**src/gearbox_consts.svh**
```systemverilog
// Constants for the input gearbox: widths, word lengths, reset values and the list of behaviours.
// Operation
// - Gear one or two serial streams into 8-bit words.
// - Modes: 7-bit video, 8-bit, or two 4-bit.
// - Split mode: first cell lands on bits 7..4.
// - Split mode: third cell lands on bits 3..0.
// - Core alignment request slips the word boundary.
// - Serial input taken after the input delay.
`ifndef GEARBOX_CONSTS_SVH
`define GEARBOX_CONSTS_SVH

// Parallel word width and FIFO depth.
`define WORD_W 8
`define FIFO_DEPTH 8
// Number of synchronised pin inputs: two edge-clock phases and two serial lines.
`define PIN_N 4
// Word lengths of the first cell's gearbox, one per mode.
`define LEN_VIDEO 4'h7
`define LEN_WIDE 4'h8
`define LEN_SPLIT 4'h4
// Count of the last bit of a third-cell half word.
`define HALF_LAST 3'h3
// Counter step values.
`define CNT_ONE 4'h1
`define HALF_ONE 3'h1
// Reset values.
`define CNT_RST 4'h0
`define HALF_RST 3'h0
`define WORD_RST 8'h00
`define HALF_WORD_RST 4'h0
`define PIN_RST 4'h0
// Bit positions of the pin vector.
`define PIN_A 0
`define PIN_C 1
`define PIN_EC_LO 2
`define PIN_EC_HI 3

`endif

```
**src/gearbox_pkg.sv**
```systemverilog
// Types shared by the input gearbox design.
`default_nettype none
package gearbox_pkg;
    // Gearing mode selected by core logic, one-hot.
    typedef enum logic [2:0] {
        MODE_VIDEO = 3'b001,
        MODE_WIDE = 3'b010,
        MODE_SPLIT = 3'b100
    } gear_mode_t;
endpackage : gearbox_pkg
`default_nettype wire

```
**src/input_gearbox.sv**
```systemverilog
// Input gearbox: pin synchronisers, serial-to-parallel gearing, output FIFO and registered output stage.
`timescale 1ns/1ps
`default_nettype none
`include "gearbox_consts.svh"

// Small synchronous FIFO of flip-flops with valid and ready on both sides.
module gear_fifo #(
    parameter int W = 8,
    parameter int D = 8
) (
    input wire logic clk,
    input wire logic sys_rst,
    input wire logic clk_en,
    input wire logic in_valid,
    output logic in_ready,
    input wire logic [W-1:0] in_data,
    output logic out_valid,
    input wire logic out_ready,
    output logic [W-1:0] out_data
);
    localparam int AW = $clog2(D);
    logic [W-1:0] mem_q [D];   // Storage words.
    logic [AW-1:0] wr_q;       // Write index.
    logic [AW-1:0] rd_q;       // Read index.
    logic [AW:0] cnt_q;        // Words held.
    logic do_wr;
    logic do_rd;

    assign in_ready = (cnt_q != D[AW:0]);
    assign out_valid = (cnt_q != '0);
    assign out_data = mem_q[rd_q];
    assign do_wr = in_valid && in_ready;
    assign do_rd = out_valid && out_ready;

    // Storage is written only, never reset, since the count guards every read.
    always_ff @(posedge clk) begin
        if (clk_en && do_wr) begin
            mem_q[wr_q] <= in_data;
        end
    end

    // Indices wrap at the depth so that any depth, not only a power of two, works.
    always_ff @(posedge clk) begin
        if (sys_rst) begin
            wr_q <= '0;
            rd_q <= '0;
            cnt_q <= '0;
        end else if (clk_en) begin
            if (do_wr) begin
                wr_q <= (wr_q == AW'(D - 1)) ? '0 : wr_q + 1'b1;
            end
            if (do_rd) begin
                rd_q <= (rd_q == AW'(D - 1)) ? '0 : rd_q + 1'b1;
            end
            cnt_q <= cnt_q + (AW+1)'(do_wr) - (AW+1)'(do_rd);
        end
    end
endmodule : gear_fifo

// Top of the gearbox.
module input_gearbox (
    input wire logic clk,
    input wire logic sys_rst,
    input wire logic clk_en,
    input wire gearbox_pkg::gear_mode_t gear_mode,
    input wire logic delayed_serial_a,
    input wire logic delayed_serial_c,
    input wire logic [1:0] fast_edge_clock,
    input wire logic word_align_request,
    output logic [`WORD_W-1:0] word_q,
    output logic word_valid_q,
    input wire logic word_ready,
    output logic overrun_q
);
    logic [`PIN_N-1:0] pin_vec;   // Pins gathered for synchronisation.
    logic [`PIN_N-1:0] s1_q;      // First stage, read only by the second.
    logic [`PIN_N-1:0] s2_q;      // Second stage.
    logic [`PIN_N-1:0] s3_q;      // Third stage.
    logic [`PIN_N-1:0] filt_q;    // Accepted pin levels.
    logic [`PIN_N-1:0] filt_d;
    logic cap;                    // A bit-clock edge was seen this cycle.
    logic cap_go;                 // The edge is taken, FIFO has room.
    logic bit_a;
    logic bit_c;
    logic [3:0] len_a;            // Word length of the first cell.
    logic [3:0] cnt_a_q;          // Bits gathered by the first cell.
    logic [2:0] cnt_c_q;          // Bits gathered by the third cell.
    logic [7:0] sh_a_q;           // First-cell shift register.
    logic [7:0] sh_a_d;
    logic [3:0] sh_c_q;           // Third-cell shift register.
    logic [3:0] sh_c_d;
    logic align_pend_q;           // An alignment slip waits for the next bit.
    logic a_done;
    logic c_done;
    logic push;
    logic [`WORD_W-1:0] word_d;   // Word offered to the FIFO.
    logic [`WORD_W-1:0] hold_q;   // Last word pushed, keeps the idle half in split mode.
    logic fifo_in_ready;
    logic fifo_out_valid;
    logic [`WORD_W-1:0] fifo_out_data;
    logic pop;

    assign pin_vec = {fast_edge_clock, delayed_serial_c, delayed_serial_a};

    // Three-stage synchronisers for every pin; the first stage feeds only the second.
    always_ff @(posedge clk) begin
        if (sys_rst) begin
            s1_q <= `PIN_RST;
            s2_q <= `PIN_RST;
            s3_q <= `PIN_RST;
        end else if (clk_en) begin
            s1_q <= pin_vec;
            s2_q <= s1_q;
            s3_q <= s2_q;
        end
    end

    // A pin level is accepted only when the second and third stages agree, filtering a metastable sample.
    always_comb begin
        filt_d = (~(s2_q ^ s3_q) & s3_q) | ((s2_q ^ s3_q) & filt_q);
    end

    // Accepted levels, used for edge detection on the edge-clock phases.
    always_ff @(posedge clk) begin
        if (sys_rst) begin
            filt_q <= `PIN_RST;
        end else if (clk_en) begin
            filt_q <= filt_d;
        end
    end

    // A rising edge on either phase of the edge clock samples one serial bit.
    assign cap = |(filt_d[`PIN_EC_HI:`PIN_EC_LO] & ~filt_q[`PIN_EC_HI:`PIN_EC_LO]);
    // A full FIFO stalls capture; the missed bits are reported as overrun.
    assign cap_go = cap && fifo_in_ready;
    assign bit_a = filt_d[`PIN_A];
    assign bit_c = filt_d[`PIN_C];

    // The word length follows the gearing mode.
    always_comb begin
        unique case (gear_mode)
            gearbox_pkg::MODE_VIDEO: len_a = `LEN_VIDEO;
            gearbox_pkg::MODE_WIDE: len_a = `LEN_WIDE;
            gearbox_pkg::MODE_SPLIT: len_a = `LEN_SPLIT;
            default: len_a = `LEN_WIDE;
        endcase
    end

    assign sh_a_d = {sh_a_q[6:0], bit_a};
    assign sh_c_d = {sh_c_q[2:0], bit_c};
    // A word ends at its last bit; a pending slip holds the counters for one bit instead.
    // Comparing with >= recovers cleanly if the mode shrinks mid-word.
    assign a_done = cap_go && !align_pend_q && (cnt_a_q >= len_a - `CNT_ONE);
    assign c_done = cap_go && !align_pend_q && (gear_mode == gearbox_pkg::MODE_SPLIT)
        && (cnt_c_q == `HALF_LAST);
    assign push = a_done || c_done;

    // Assemble the word for each mode; in split mode each half is independent.
    always_comb begin
        unique case (gear_mode)
            gearbox_pkg::MODE_VIDEO: word_d = {1'b0, sh_a_d[6:0]};
            gearbox_pkg::MODE_SPLIT: begin
                word_d[7:4] = a_done ? sh_a_d[3:0] : hold_q[7:4];
                word_d[3:0] = c_done ? sh_c_d : hold_q[3:0];
            end
            default: word_d = sh_a_d;
        endcase
    end

    // Shift registers take every taken bit, even during a slip; bits are dropped only while the FIFO is full.
    always_ff @(posedge clk) begin
        if (sys_rst) begin
            sh_a_q <= `WORD_RST;
            sh_c_q <= `HALF_WORD_RST;
        end else if (clk_en && cap_go) begin
            sh_a_q <= sh_a_d;
            sh_c_q <= sh_c_d;
        end
    end

    // Bit counters mark where the word boundary falls.
    always_ff @(posedge clk) begin
        if (sys_rst) begin
            cnt_a_q <= `CNT_RST;
            cnt_c_q <= `HALF_RST;
        end else if (clk_en && cap_go && !align_pend_q) begin
            cnt_a_q <= a_done ? `CNT_RST : cnt_a_q + `CNT_ONE;
            if (gear_mode == gearbox_pkg::MODE_SPLIT) begin
                cnt_c_q <= c_done ? `HALF_RST : cnt_c_q + `HALF_ONE;
            end
        end
    end

    // Alignment request from the core; a new request wins over the clear by a taken bit.
    always_ff @(posedge clk) begin
        if (sys_rst) begin
            align_pend_q <= 1'b0;
        end else if (clk_en) begin
            if (word_align_request) begin
                align_pend_q <= 1'b1;
            end else if (cap_go) begin
                align_pend_q <= 1'b0;
            end
        end
    end

    // Last pushed word, so the idle half in split mode repeats its previous value.
    always_ff @(posedge clk) begin
        if (sys_rst) begin
            hold_q <= `WORD_RST;
        end else if (clk_en && push) begin
            hold_q <= word_d;
        end
    end

    // Sticky overrun, set when an edge arrives with the FIFO full; only reset clears it.
    always_ff @(posedge clk) begin
        if (sys_rst) begin
            overrun_q <= 1'b0;
        end else if (clk_en && cap && !fifo_in_ready) begin
            overrun_q <= 1'b1;
        end
    end

    gear_fifo #(
        .W(`WORD_W),
        .D(`FIFO_DEPTH)
    ) u_fifo (
        .clk(clk),
        .sys_rst(sys_rst),
        .clk_en(clk_en),
        .in_valid(push),
        .in_ready(fifo_in_ready),
        .in_data(word_d),
        .out_valid(fifo_out_valid),
        .out_ready(pop),
        .out_data(fifo_out_data)
    );

    assign pop = fifo_out_valid && (!word_valid_q || word_ready);

    // Registered output stage on the system clock; a word stands until the core takes it.
    always_ff @(posedge clk) begin
        if (sys_rst) begin
            word_q <= `WORD_RST;
            word_valid_q <= 1'b0;
        end else if (clk_en) begin
            if (pop) begin
                word_q <= fifo_out_data;
                word_valid_q <= 1'b1;
            end else if (word_ready) begin
                word_valid_q <= 1'b0;
            end
        end
    end
endmodule : input_gearbox
`default_nettype wire

```
**config.mk**
```make
export PLATFORM = sky130hd
export DESIGN_NAME = input_gearbox
export DESIGN_NICKNAME = d
export VERILOG_FILES = /design/src/gearbox_pkg.sv /design/src/input_gearbox.sv
export VERILOG_INCLUDE_DIRS = /design/src
export SDC_FILE = /design/constraint.sdc
export NUM_CORES = 1
export LEC_CHECK = 0
export BUFFER_PORTS_ARGS = -buffer_cell sky130_fd_sc_hd__buf_2
export CAP_MARGIN = 20
export CORE_ASPECT_RATIO = 0.8
export CORE_MARGIN = 10
export CORE_UTILIZATION = 35
export DETAILED_ROUTE_END_ITERATION = 16
export HOLD_SLACK_MARGIN = 0.08
export PLACE_DENSITY_LB_ADDON = 0.05
export SKIP_LAST_GASP = 1
export SLEW_MARGIN = 20
export SYNTH_ARGS = -nofsm -noshare
export SYNTH_HDL_FRONTEND = slang
export SYNTH_SLANG_ARGS = --single-unit
```
**constraint.sdc**
```tcl
create_clock -name clk -period 4.3 [get_ports clk]
set_input_delay 0.86 -clock clk [delete_from_list [all_inputs] [get_ports clk]]
set_output_delay 0.86 -clock clk [all_outputs]
set_load 0.05 [all_outputs]
```
==> results of run 1 <==
cells in the final DEF, fill, tap and decap left out, types with 6 or more instances in the layout:
cell       synthesis  final
nand3_1            7      7
ha_1              14     14
a211oi_1          14     14
mux2i_1           33     33
clkbuf_16          0     17
dfxtp_1           62     61
inv_1             12     12
buf_2              7     21
nand2_1           30     30
a21o_1             6      6
nor2_1            55     55
buf_4              1     13
mux4_2            16     16
a311oi_1           6      6
a21oi_1           19     19
edfxtp_1          64     64
report_power, final:
group          total (mW)  switching, mW  leakage (nW)  internal, mW
clock network        1.51          0.545         0.294         0.968
registers            1.39         0.0792          1.13          1.31
logic               0.578          0.339         0.934         0.238
total                3.48          0.963          2.36          2.52
sequential cells by signal (all words and copies together), names as in the netlist:
name and cells:
s2_q 4, cnt_c_q 3, hold_q 8, sh_a_q 7
u_fifo.rd_q 3, word_q 8, s3_q 4, s1_q 4
word_valid_q 1, u_fifo.cnt_q 4, sh_c_q 3, cnt_a_q 4
overrun_q 1, filt_q 4, u_fifo.wr_q 3, u_fifo.mem_q 64
align_pend_q 1
cells by family after synthesis:
family,count (synthesis),share of synthesized area
fa+ha+maj,16,0.03814
compound gates,71,0.1014
flops,126,0.5879
xor+xnor,2,0.003256
mux,49,0.1284
simple gates,124,0.1114
buf+inv,37,0.02953
layout make-up:
cell class	count	area [sq um]	area share
multi-input combinational	262	2077	0.3259
sequential	126	3164	0.4966
timing repair buffer	34	202.7	0.03181
clock buffer	18	429.2	0.06735
inverter	12	45.04	0.007069
tap	210	262.8	0.04123
clock inverter	14	191.4	0.03004
per-layer routing:
metal | global-route usage | vias to the layer above | wire length [microns]
li1 | - | 1642 | -
met1 | 0.1703 | 1616 | 6119
met2 | 0.1651 | 50 | 4700
met3 | 0.03692 | 23 | 615
met4 | 0.05655 | 0 | 209
met5 | 0 | - | 0
through the flow:
| stage | area, sq um | std cells |
|---|---|---|
| 6_report | 6372 | 676 |
| 5_1_grt | 6372 | 676 |
| 4_1_cts | 6371 | 676 |
| 3_5_place_dp | 5751 | 644 |
| 3_3_place_gp | 5751 | 644 |
| 2_1_floorplan | 5380 | 425 |
worst max path at each step:
| stage | end | slack (ns) |
|---|---|---|
| CTS | u_fifo.cnt_q[2]$_SDFFE_PP0P_ | 0.98 |
| detailed placement | u_fifo.cnt_q[2]$_SDFFE_PP0P_ | 0.52 |
| finish | u_fifo.cnt_q[2]$_SDFFE_PP0P_ | 0.97 |
| global route | u_fifo.cnt_q[2]$_SDFFE_PP0P_ | 0.84 |
| global placement | u_fifo.cnt_q[2]$_SDFFE_PP0P_ | 0.58 |
| floorplan | u_fifo.mem_q[0][0]$_DFFE_PP_ | 0.68 |
worst min-delay path, stage by stage, from the launching register on:
cell,delay [ns]
dfxtp_1,0.31
inv_1,0.05
a311oi_1,0.04
==> metrics.cfg, run 1 <==
[min_path]
worstHoldPathType=reg -> reg
hold_path_startpoint=cnt_c_q[2]$_SDFFE_PP0P_
timing.hold.worst_endpoint=cnt_c_q[2]$_SDFFE_PP0P_
min_delay_path_depth=2

[logic_synthesis]
yosys-top-cells-area=edfxtp_1 36%, dfxtp_1 23%, mux4_2 6.7%
synth_flop_cell=edfxtp_1
netlist.area_leader.share=0.3572
netlist-cell-type-count=52
syn-mean-instance-area_sq_um=12.66
synth_nets=452
yosys.cell_count.top_type=edfxtp_1
post-synth-top-area-cell=edfxtp_1
post_synth_inst_count=425
synth_commonest_cells=64 x edfxtp_1, 62 x dfxtp_1, 55 x nor2_1
synth-edff-count=64
postSynth.asyncResetShare=0
synthesized_area_sq_mm=0.005380
synth.ff_latch_count=126
yosys_warnings=0
synth_seq_area_share=0.5879

[timing]
finalSetupTns_ns=0
worst_slack_ns=0.9652
timing.final.hold_violations=0
slew_violations=0
min_period_ns=3.335
max_freq_mhz=299.9
min_period_over_period=0.7755
fin_worst_skew_ns=0.007145
max_slew_margin=0.3425
rsz0062_at_grt=false
max_slew.worst_pin.slew_ns=0.9836
hold_ws_ns=0.4352
setup_violations=0

[placed_design]
finalWeightedCongestion=0.7363
detailedPlace.worstSlack_ns=0.5244
io_buffers=21
place_hpwl_microns=7839

[setup_path]
regToRegSetupSlack_ns=1.29
arrival_ns=3.67
reg2reg_depth=8
cp-start-kind=input port
maximum_fanout_along_the_worst_path=13
critPathMaxStageDelay_ns=0.62
r2r-end=u_fifo.mem_q[7][6]$_DFFE_PP_
crit_required_ns=4.63
cp_top_family=adder cells
critical_path.cell_chain=buf_2 > or3b_2 > inv_1 > ha_1 > a311o_1 > buf_4 > nor2_1 > nor2_1 > ha_1 > fa_1 > xnor2_1 > a211oi_1
r2r-start=u_fifo.cnt_q[2]$_SDFFE_PP0P_
critical_path.endpoint_type=flip-flop
worst_path_max_delay_cell=or3b_2
critical_path.startpoint=gear_mode[0]
critPathBufInv=3
timing.critical_path.depth=12
critPathKind=in -> reg

[floorplan]
initial_utilization=0.3571
die-width_microns=158.6
io_pins=22
dieArea_sq_mm=0.02076
die_height_microns=130.9
num_rows=40
placeable_area_sq_mm=0.01506

[clocking]
clockBufferDepth=2
clock_latency_ns=0.42
cts-root-buf=clkbuf_16
cts_inserted_buffers=17
ctsResizeCount=0
cts_tree=built
clk_pin_slew_worst_paths_ns=0.06
ctsHoldBuffers=0
post-cts-setup-buffers=0
cts_max_level=4
clock_sink_count=126

[grt]
grt_max_degree=48
grtUsageTotal=0.1210
global_route_wire_length_before_repair_microns=18800
number_of_global_route_vias_before_repair=3351
grt_overflow=0
grt_antenna_before_repair=0

[routing]
drt_drc_violations_left=0
drt_pass1_iterations=4
drt-total-wl_microns=11650
post_drt_wl_per_cell_microns=17.23
num_vias=3331
initialDrtViolationCount=196
vias_per_cell=4.928
route.antenna.remaining_nets=0

[finish]
nNetsFinal=480
antennaDiodeCount=0
flow.area_growth_from_synthesis_pct=18.44
fillerInstances=1420
utilization=0.4230
fraction_of_layout_cells_with_a_size_suffix_above_1=0.2039

[power]
fin_total_pwr_mw=3.485
power.density_mw_per_mm2=546.8
worst_voltage_drop_across_the_vdd_grid_mv=0.2408
cellLeakagePower_nw=2.359

[outcome]
status=finished clean

[run]
drv_cap=0

Note: power is estimated with default switching activity, not from simulation.
==> inputs of run 2 (changes only) <==
==> constraint.sdc (replaced) <==
create_clock -name clk -period 3.1 [get_ports clk]
set_input_delay 0.62 -clock clk [delete_from_list [all_inputs] [get_ports clk]]
set_output_delay 0.62 -clock clk [all_outputs]
set_load 0.05 [all_outputs]
==> metrics.cfg, run 2 (synthesis results as in run 1) <==
[outcome]
status=finished clean

[setup_path]
critPathKind=in -> reg
maximum_fanout_along_the_worst_path=8
regToRegSetupSlack_ns=0.34
arrival_ns=3.06
r2r-end=u_fifo.mem_q[2][2]$_DFFE_PP_
reg2reg_depth=7
crit_required_ns=3.15
critical_path.endpoint_type=flip-flop
cp-start-kind=input port
r2r-start=u_fifo.cnt_q[2]$_SDFFE_PP0P_

[timing]
fin_worst_skew_ns=0.007347
hold_ws_ns=0.4232
timing.final.hold_violations=0
max_slew_margin=0.2944
min_period_over_period=0.9730
max_freq_mhz=331.5
rsz0062_at_grt=true
slew_violations=0
worst_slack_ns=0.08363
min_period_ns=3.016
setup_violations=0
finalSetupTns_ns=0
max_slew.worst_pin.slew_ns=1.056

[clocking]
cts_tree=built
cts_inserted_buffers=17
clk_pin_slew_worst_paths_ns=0.06
clockBufferDepth=2
clock_sink_count=126
cts-root-buf=clkbuf_16
clock_latency_ns=0.42
ctsHoldBuffers=0
cts_max_level=4

[finish]
antennaDiodeCount=0
seq_area_sq_mm=0.003163
final_cells=685
multiInputGateArea_sq_mm=0.002110
most-common-layout-cells=64 x edfxtp_1, 62 x dfxtp_1, 55 x nor2_1
layout.cells.most_common=edfxtp_1
flow.area_growth_from_synthesis_pct=19.58
regMostFlops=u_fifo.mem_q
postLayoutCellArea_sq_mm=0.006434
largest_register_ffs=64
utilization=0.4271
nNetsFinal=489
biggestRegsByFlops=u_fifo.mem_q: 64 flops, hold_q: 8 flops, word_q: 8 flops
fillerInstances=1400
fraction_of_layout_cells_with_a_size_suffix_above_1=0.2295

[placed_design]
dpl-instance-area_sq_mm=0.005876
detailedPlace.worstSlack_ns=-0.3969
dp.cells=653
finalWeightedCongestion=0.7275
io_buffers=21
place_hpwl_microns=8138

[power]
fin_total_pwr_mw=4.553
cellLeakagePower_nw=2.367
worst_voltage_drop_across_the_vdd_grid_mv=0.3828
power.density_mw_per_mm2=707.7

[min_path]
timing.hold.worst_endpoint=cnt_c_q[2]$_SDFFE_PP0P_
hold_path_startpoint=cnt_c_q[2]$_SDFFE_PP0P_
worstHoldPathType=reg -> reg
min_delay_path_depth=2

[routing]
drt-total-wl_microns=11820
drt_drc_violations_left=0
num_vias=3391
drt_pass1_iterations=4
post_drt_wl_per_cell_microns=17.26
initialDrtViolationCount=219
route.antenna.remaining_nets=0
vias_per_cell=4.950

[grt]
number_of_global_route_vias_before_repair=3398
grt_overflow=0
grt_max_degree=34
grt_antenna_before_repair=0
grtUsageTotal=0.1224
global_route_wire_length_before_repair_microns=18910

[floorplan]
io_pins=22
dieArea_sq_mm=0.02076
die_height_microns=130.9
placeable_area_sq_mm=0.01506
initial_utilization=0.3571
die-width_microns=158.6
num_rows=40

[run]
drv_cap=0

[run 2: worst max-delay path, cell delays in order]
cell      delay, ns
buf_2          0.10
or3b_2         0.47
ha_1           0.28
nand2b_1       0.12
a311o_1        0.33
buf_4          0.20
o21a_1         0.16
nand2_1        0.18
nor2_1         0.59
[run 2: how the worst max path moves through the flow]
stage                     cells past startpoint                      endpoint    startpoint  slack, ns
after floorplan                               8  u_fifo.mem_q[3][0]$_DFFE_PP_  gear_mode[2]       0.03
after detailed placement                      9  u_fifo.mem_q[6][5]$_DFFE_PP_  gear_mode[2]      -0.40
final                                         9  u_fifo.mem_q[7][6]$_DFFE_PP_  gear_mode[2]       0.08
after global routing                          9  u_fifo.mem_q[7][3]$_DFFE_PP_  gear_mode[2]      -0.09
after CTS                                     9  u_fifo.mem_q[6][3]$_DFFE_PP_  gear_mode[2]       0.03
after global placement                        9  u_fifo.mem_q[5][5]$_DFFE_PP_  gear_mode[2]      -0.35
[run 2: routing by layer]
metal / up-vias / track usage / wire length, microns
met1: 1678 / 0.1754 / 6412
met3: 13 / 0.03953 / 367
met2: 38 / 0.1654 / 4911
met4: 0 / 0.04894 / 132
li1: 1662 / - / -
met5: - / 0 / 0
[run 2: where the power goes]
group / total, mW / switching [mW] / leakage [nW] / internal (mW)
Combinational: 0.858 / 0.514 / 0.990 / 0.345
Sequential: 1.89 / 0.0673 / 1.13 / 1.82
Clock: 1.81 / 0.746 / 0.247 / 1.06
[run 2: timing repair]
action                                  4_1_cts  5_1_grt
gates resized for setup                       0        2
setup buffers                                 0        0
endpoints found under the setup margin        0       16
[run 2: cell type report]
class / instances / area share
clock buffer: 19 / 0.07040
clock inverter: 13 / 0.01439
inverter: 12 / 0.007001
multi-input combinational: 262 / 0.3279
sequential: 126 / 0.4916
tap: 210 / 0.04084
timing repair buffer: 43 / 0.04784
==> inputs of run 3 (changes only) <==
--- a/config.mk
+++ b/config.mk
@@ -6,12 +6,12 @@
 export SDC_FILE = /design/constraint.sdc
 export NUM_CORES = 1
 export LEC_CHECK = 0
-export BUFFER_PORTS_ARGS = -buffer_cell sky130_fd_sc_hd__buf_2
 export CAP_MARGIN = 20
 export CORE_ASPECT_RATIO = 0.8
 export CORE_MARGIN = 10
 export CORE_UTILIZATION = 35
 export DETAILED_ROUTE_END_ITERATION = 16
+export DONT_BUFFER_PORTS = 1
 export HOLD_SLACK_MARGIN = 0.08
 export PLACE_DENSITY_LB_ADDON = 0.05
 export SKIP_LAST_GASP = 1
==> metrics.cfg, run 3 (synthesis results as in run 1) <==
[timing]
min_period_ns=2.789
fin_worst_skew_ns=0.007383
min_period_over_period=0.8996
rsz0062_at_grt=false
max_slew.worst_pin.slew_ns=1.041
max_slew_margin=0.3041
max_freq_mhz=358.6
hold_ws_ns=0.2748
setup_violations=0
timing.final.hold_violations=0
slew_violations=0

[grt]
grt_antenna_before_repair=0
number_of_global_route_vias_before_repair=3236
grt_max_degree=67
grtUsageTotal=0.1172
grt_overflow=0
global_route_wire_length_before_repair_microns=18040

[placed_design]
place_hpwl_microns=7765
io_buffers=0
finalWeightedCongestion=0.7829
dpl-instance-area_sq_mm=0.005680
dp.cells=625

[setup_path]
critPathKind=in -> reg
critical_path.startpoint=gear_mode[2]
arrival_ns=3.12
critPathMaxStageDelay_ns=0.46
crit_required_ns=3.43
cp-start-kind=input port
maximum_fanout_along_the_worst_path=6
worst_path_max_delay_cell=or3b_2
critical_path.cell_chain=or3b_2 > ha_1 > nand2b_1 > a311o_1 > buf_4 > nor2_1 > nor2_1 > ha_1 > fa_2 > xnor2_1 > a211oi_1
r2r-end=u_fifo.mem_q[2][5]$_DFFE_PP_
reg2reg_depth=6
critical_path.endpoint_type=flip-flop
r2r-start=u_fifo.cnt_q[2]$_SDFFE_PP0P_
regToRegSetupSlack_ns=0.32

[routing]
route.antenna.remaining_nets=0
num_vias=3238
drt_drc_violations_left=0
initialDrtViolationCount=235
drt-total-wl_microns=11400
drt_pass1_iterations=4
vias_per_cell=4.928
post_drt_wl_per_cell_microns=17.36

[run]
drv_cap=0

[power]
worst_voltage_drop_across_the_vdd_grid_mv=0.3605
power.density_mw_per_mm2=741.3
cellLeakagePower_nw=2.246

[floorplan]
io_pins=22
num_rows=40
dieArea_sq_mm=0.02076
die_height_microns=130.9
die-width_microns=158.6
placeable_area_sq_mm=0.01506
initial_utilization=0.3571

[clocking]
cts_max_level=4
post-cts-setup-buffers=0
ctsResizeCount=0
cts-root-buf=clkbuf_16
clk_pin_slew_worst_paths_ns=0.06
ctsHoldBuffers=0
clockBufferDepth=2
cts_inserted_buffers=17
clock_latency_ns=0.41
cts_tree=built
clock_sink_count=126

[finish]
seq_area_sq_mm=0.003163
fillerInstances=1394
fraction_of_layout_cells_with_a_size_suffix_above_1=0.1790
multiInputGateArea_sq_mm=0.002097
biggestRegsByFlops=u_fifo.mem_q: 64 flops, hold_q: 8 flops, word_q: 8 flops
postLayoutCellArea_sq_mm=0.006264
utilization=0.4158
most-common-layout-cells=64 x edfxtp_1, 62 x dfxtp_1, 55 x nor2_1
regMostFlops=u_fifo.mem_q
layout.cells.most_common=edfxtp_1
final_cells=657
largest_register_ffs=64
antennaDiodeCount=0
nNetsFinal=461
flow.area_growth_from_synthesis_pct=16.42

[outcome]
status=finished clean

[min_path]
hold_path_startpoint=sys_rst
min_delay_path_depth=1
worstHoldPathType=in -> reg
timing.hold.worst_endpoint=s1_q[2]$_SDFFE_PP0P_

==> run 3: worst max-delay path by stage <==
stage                                   end  slack, ns  depth (start not counted)
2_1_floorplan  u_fifo.mem_q[3][0]$_DFFE_PP_       0.03                          8
6_report       u_fifo.cnt_q[2]$_SDFFE_PP0P_       0.31                         11
5_1_grt        u_fifo.cnt_q[2]$_SDFFE_PP0P_       0.16                         11
4_1_cts        u_fifo.mem_q[2][5]$_DFFE_PP_       0.28                          6
3_3_place_gp   u_fifo.cnt_q[2]$_SDFFE_PP0P_      -0.09                         11
3_5_place_dp   u_fifo.cnt_q[2]$_SDFFE_PP0P_      -0.12                         11
==> run 3: power by group <==
group	switching (mW)	total, mW	leakage (nW)	internal [mW]
registers	0.203	2.03	1.13	1.82
logic	0.361	0.674	0.850	0.313
clock network	0.744	1.94	0.266	1.20
total	1.31	4.64	2.25	3.33
==> run 3: metrics by stage <==
step / setup slack (ns) / total power, mW / TNS, ns
6_report: 0.3114 / 4.643 / 0
5_1_grt: 0.1650 / 4.865 / 0
4_1_cts: 0.2809 / 4.702 / 0
3_5_place_dp: -0.1159 / 2.739 / -4.237
3_3_place_gp: -0.09181 / 2.732 / -2.269
2_1_floorplan: 0.02787 / 2.609 / 0
==> run 3: per-layer routing <==
layer / up-vias / GRT usage / share of wire
met5: - / 0 / 0
met4: 0 / 0.04241 / 0.010
met3: 8 / 0.03920 / 0.050
met2: 46 / 0.1695 / 0.43
met1: 1578 / 0.1596 / 0.51
li1: 1606 / - / -
==> run 3: final cells by class <==
type                       instances  area share
timing repair buffer              15     0.01798
sequential                       126      0.5050
clock buffer                      18     0.07012
tap                              210     0.04195
multi-input combinational        262      0.3348
inverter                          12    0.007191
clock inverter                    14     0.02297
==> run 3: worst max-delay path, delay by kind of cell <==
family / cells / cell delay (ns)
adders and majority gates: 3 / 0.83
and+or+nand+nor: 4 / 0.79
buffers and inverters: 1 / 0.16
AOI/OAI and AO/OA: 2 / 0.56
xor gates and xnor gates: 1 / 0.14
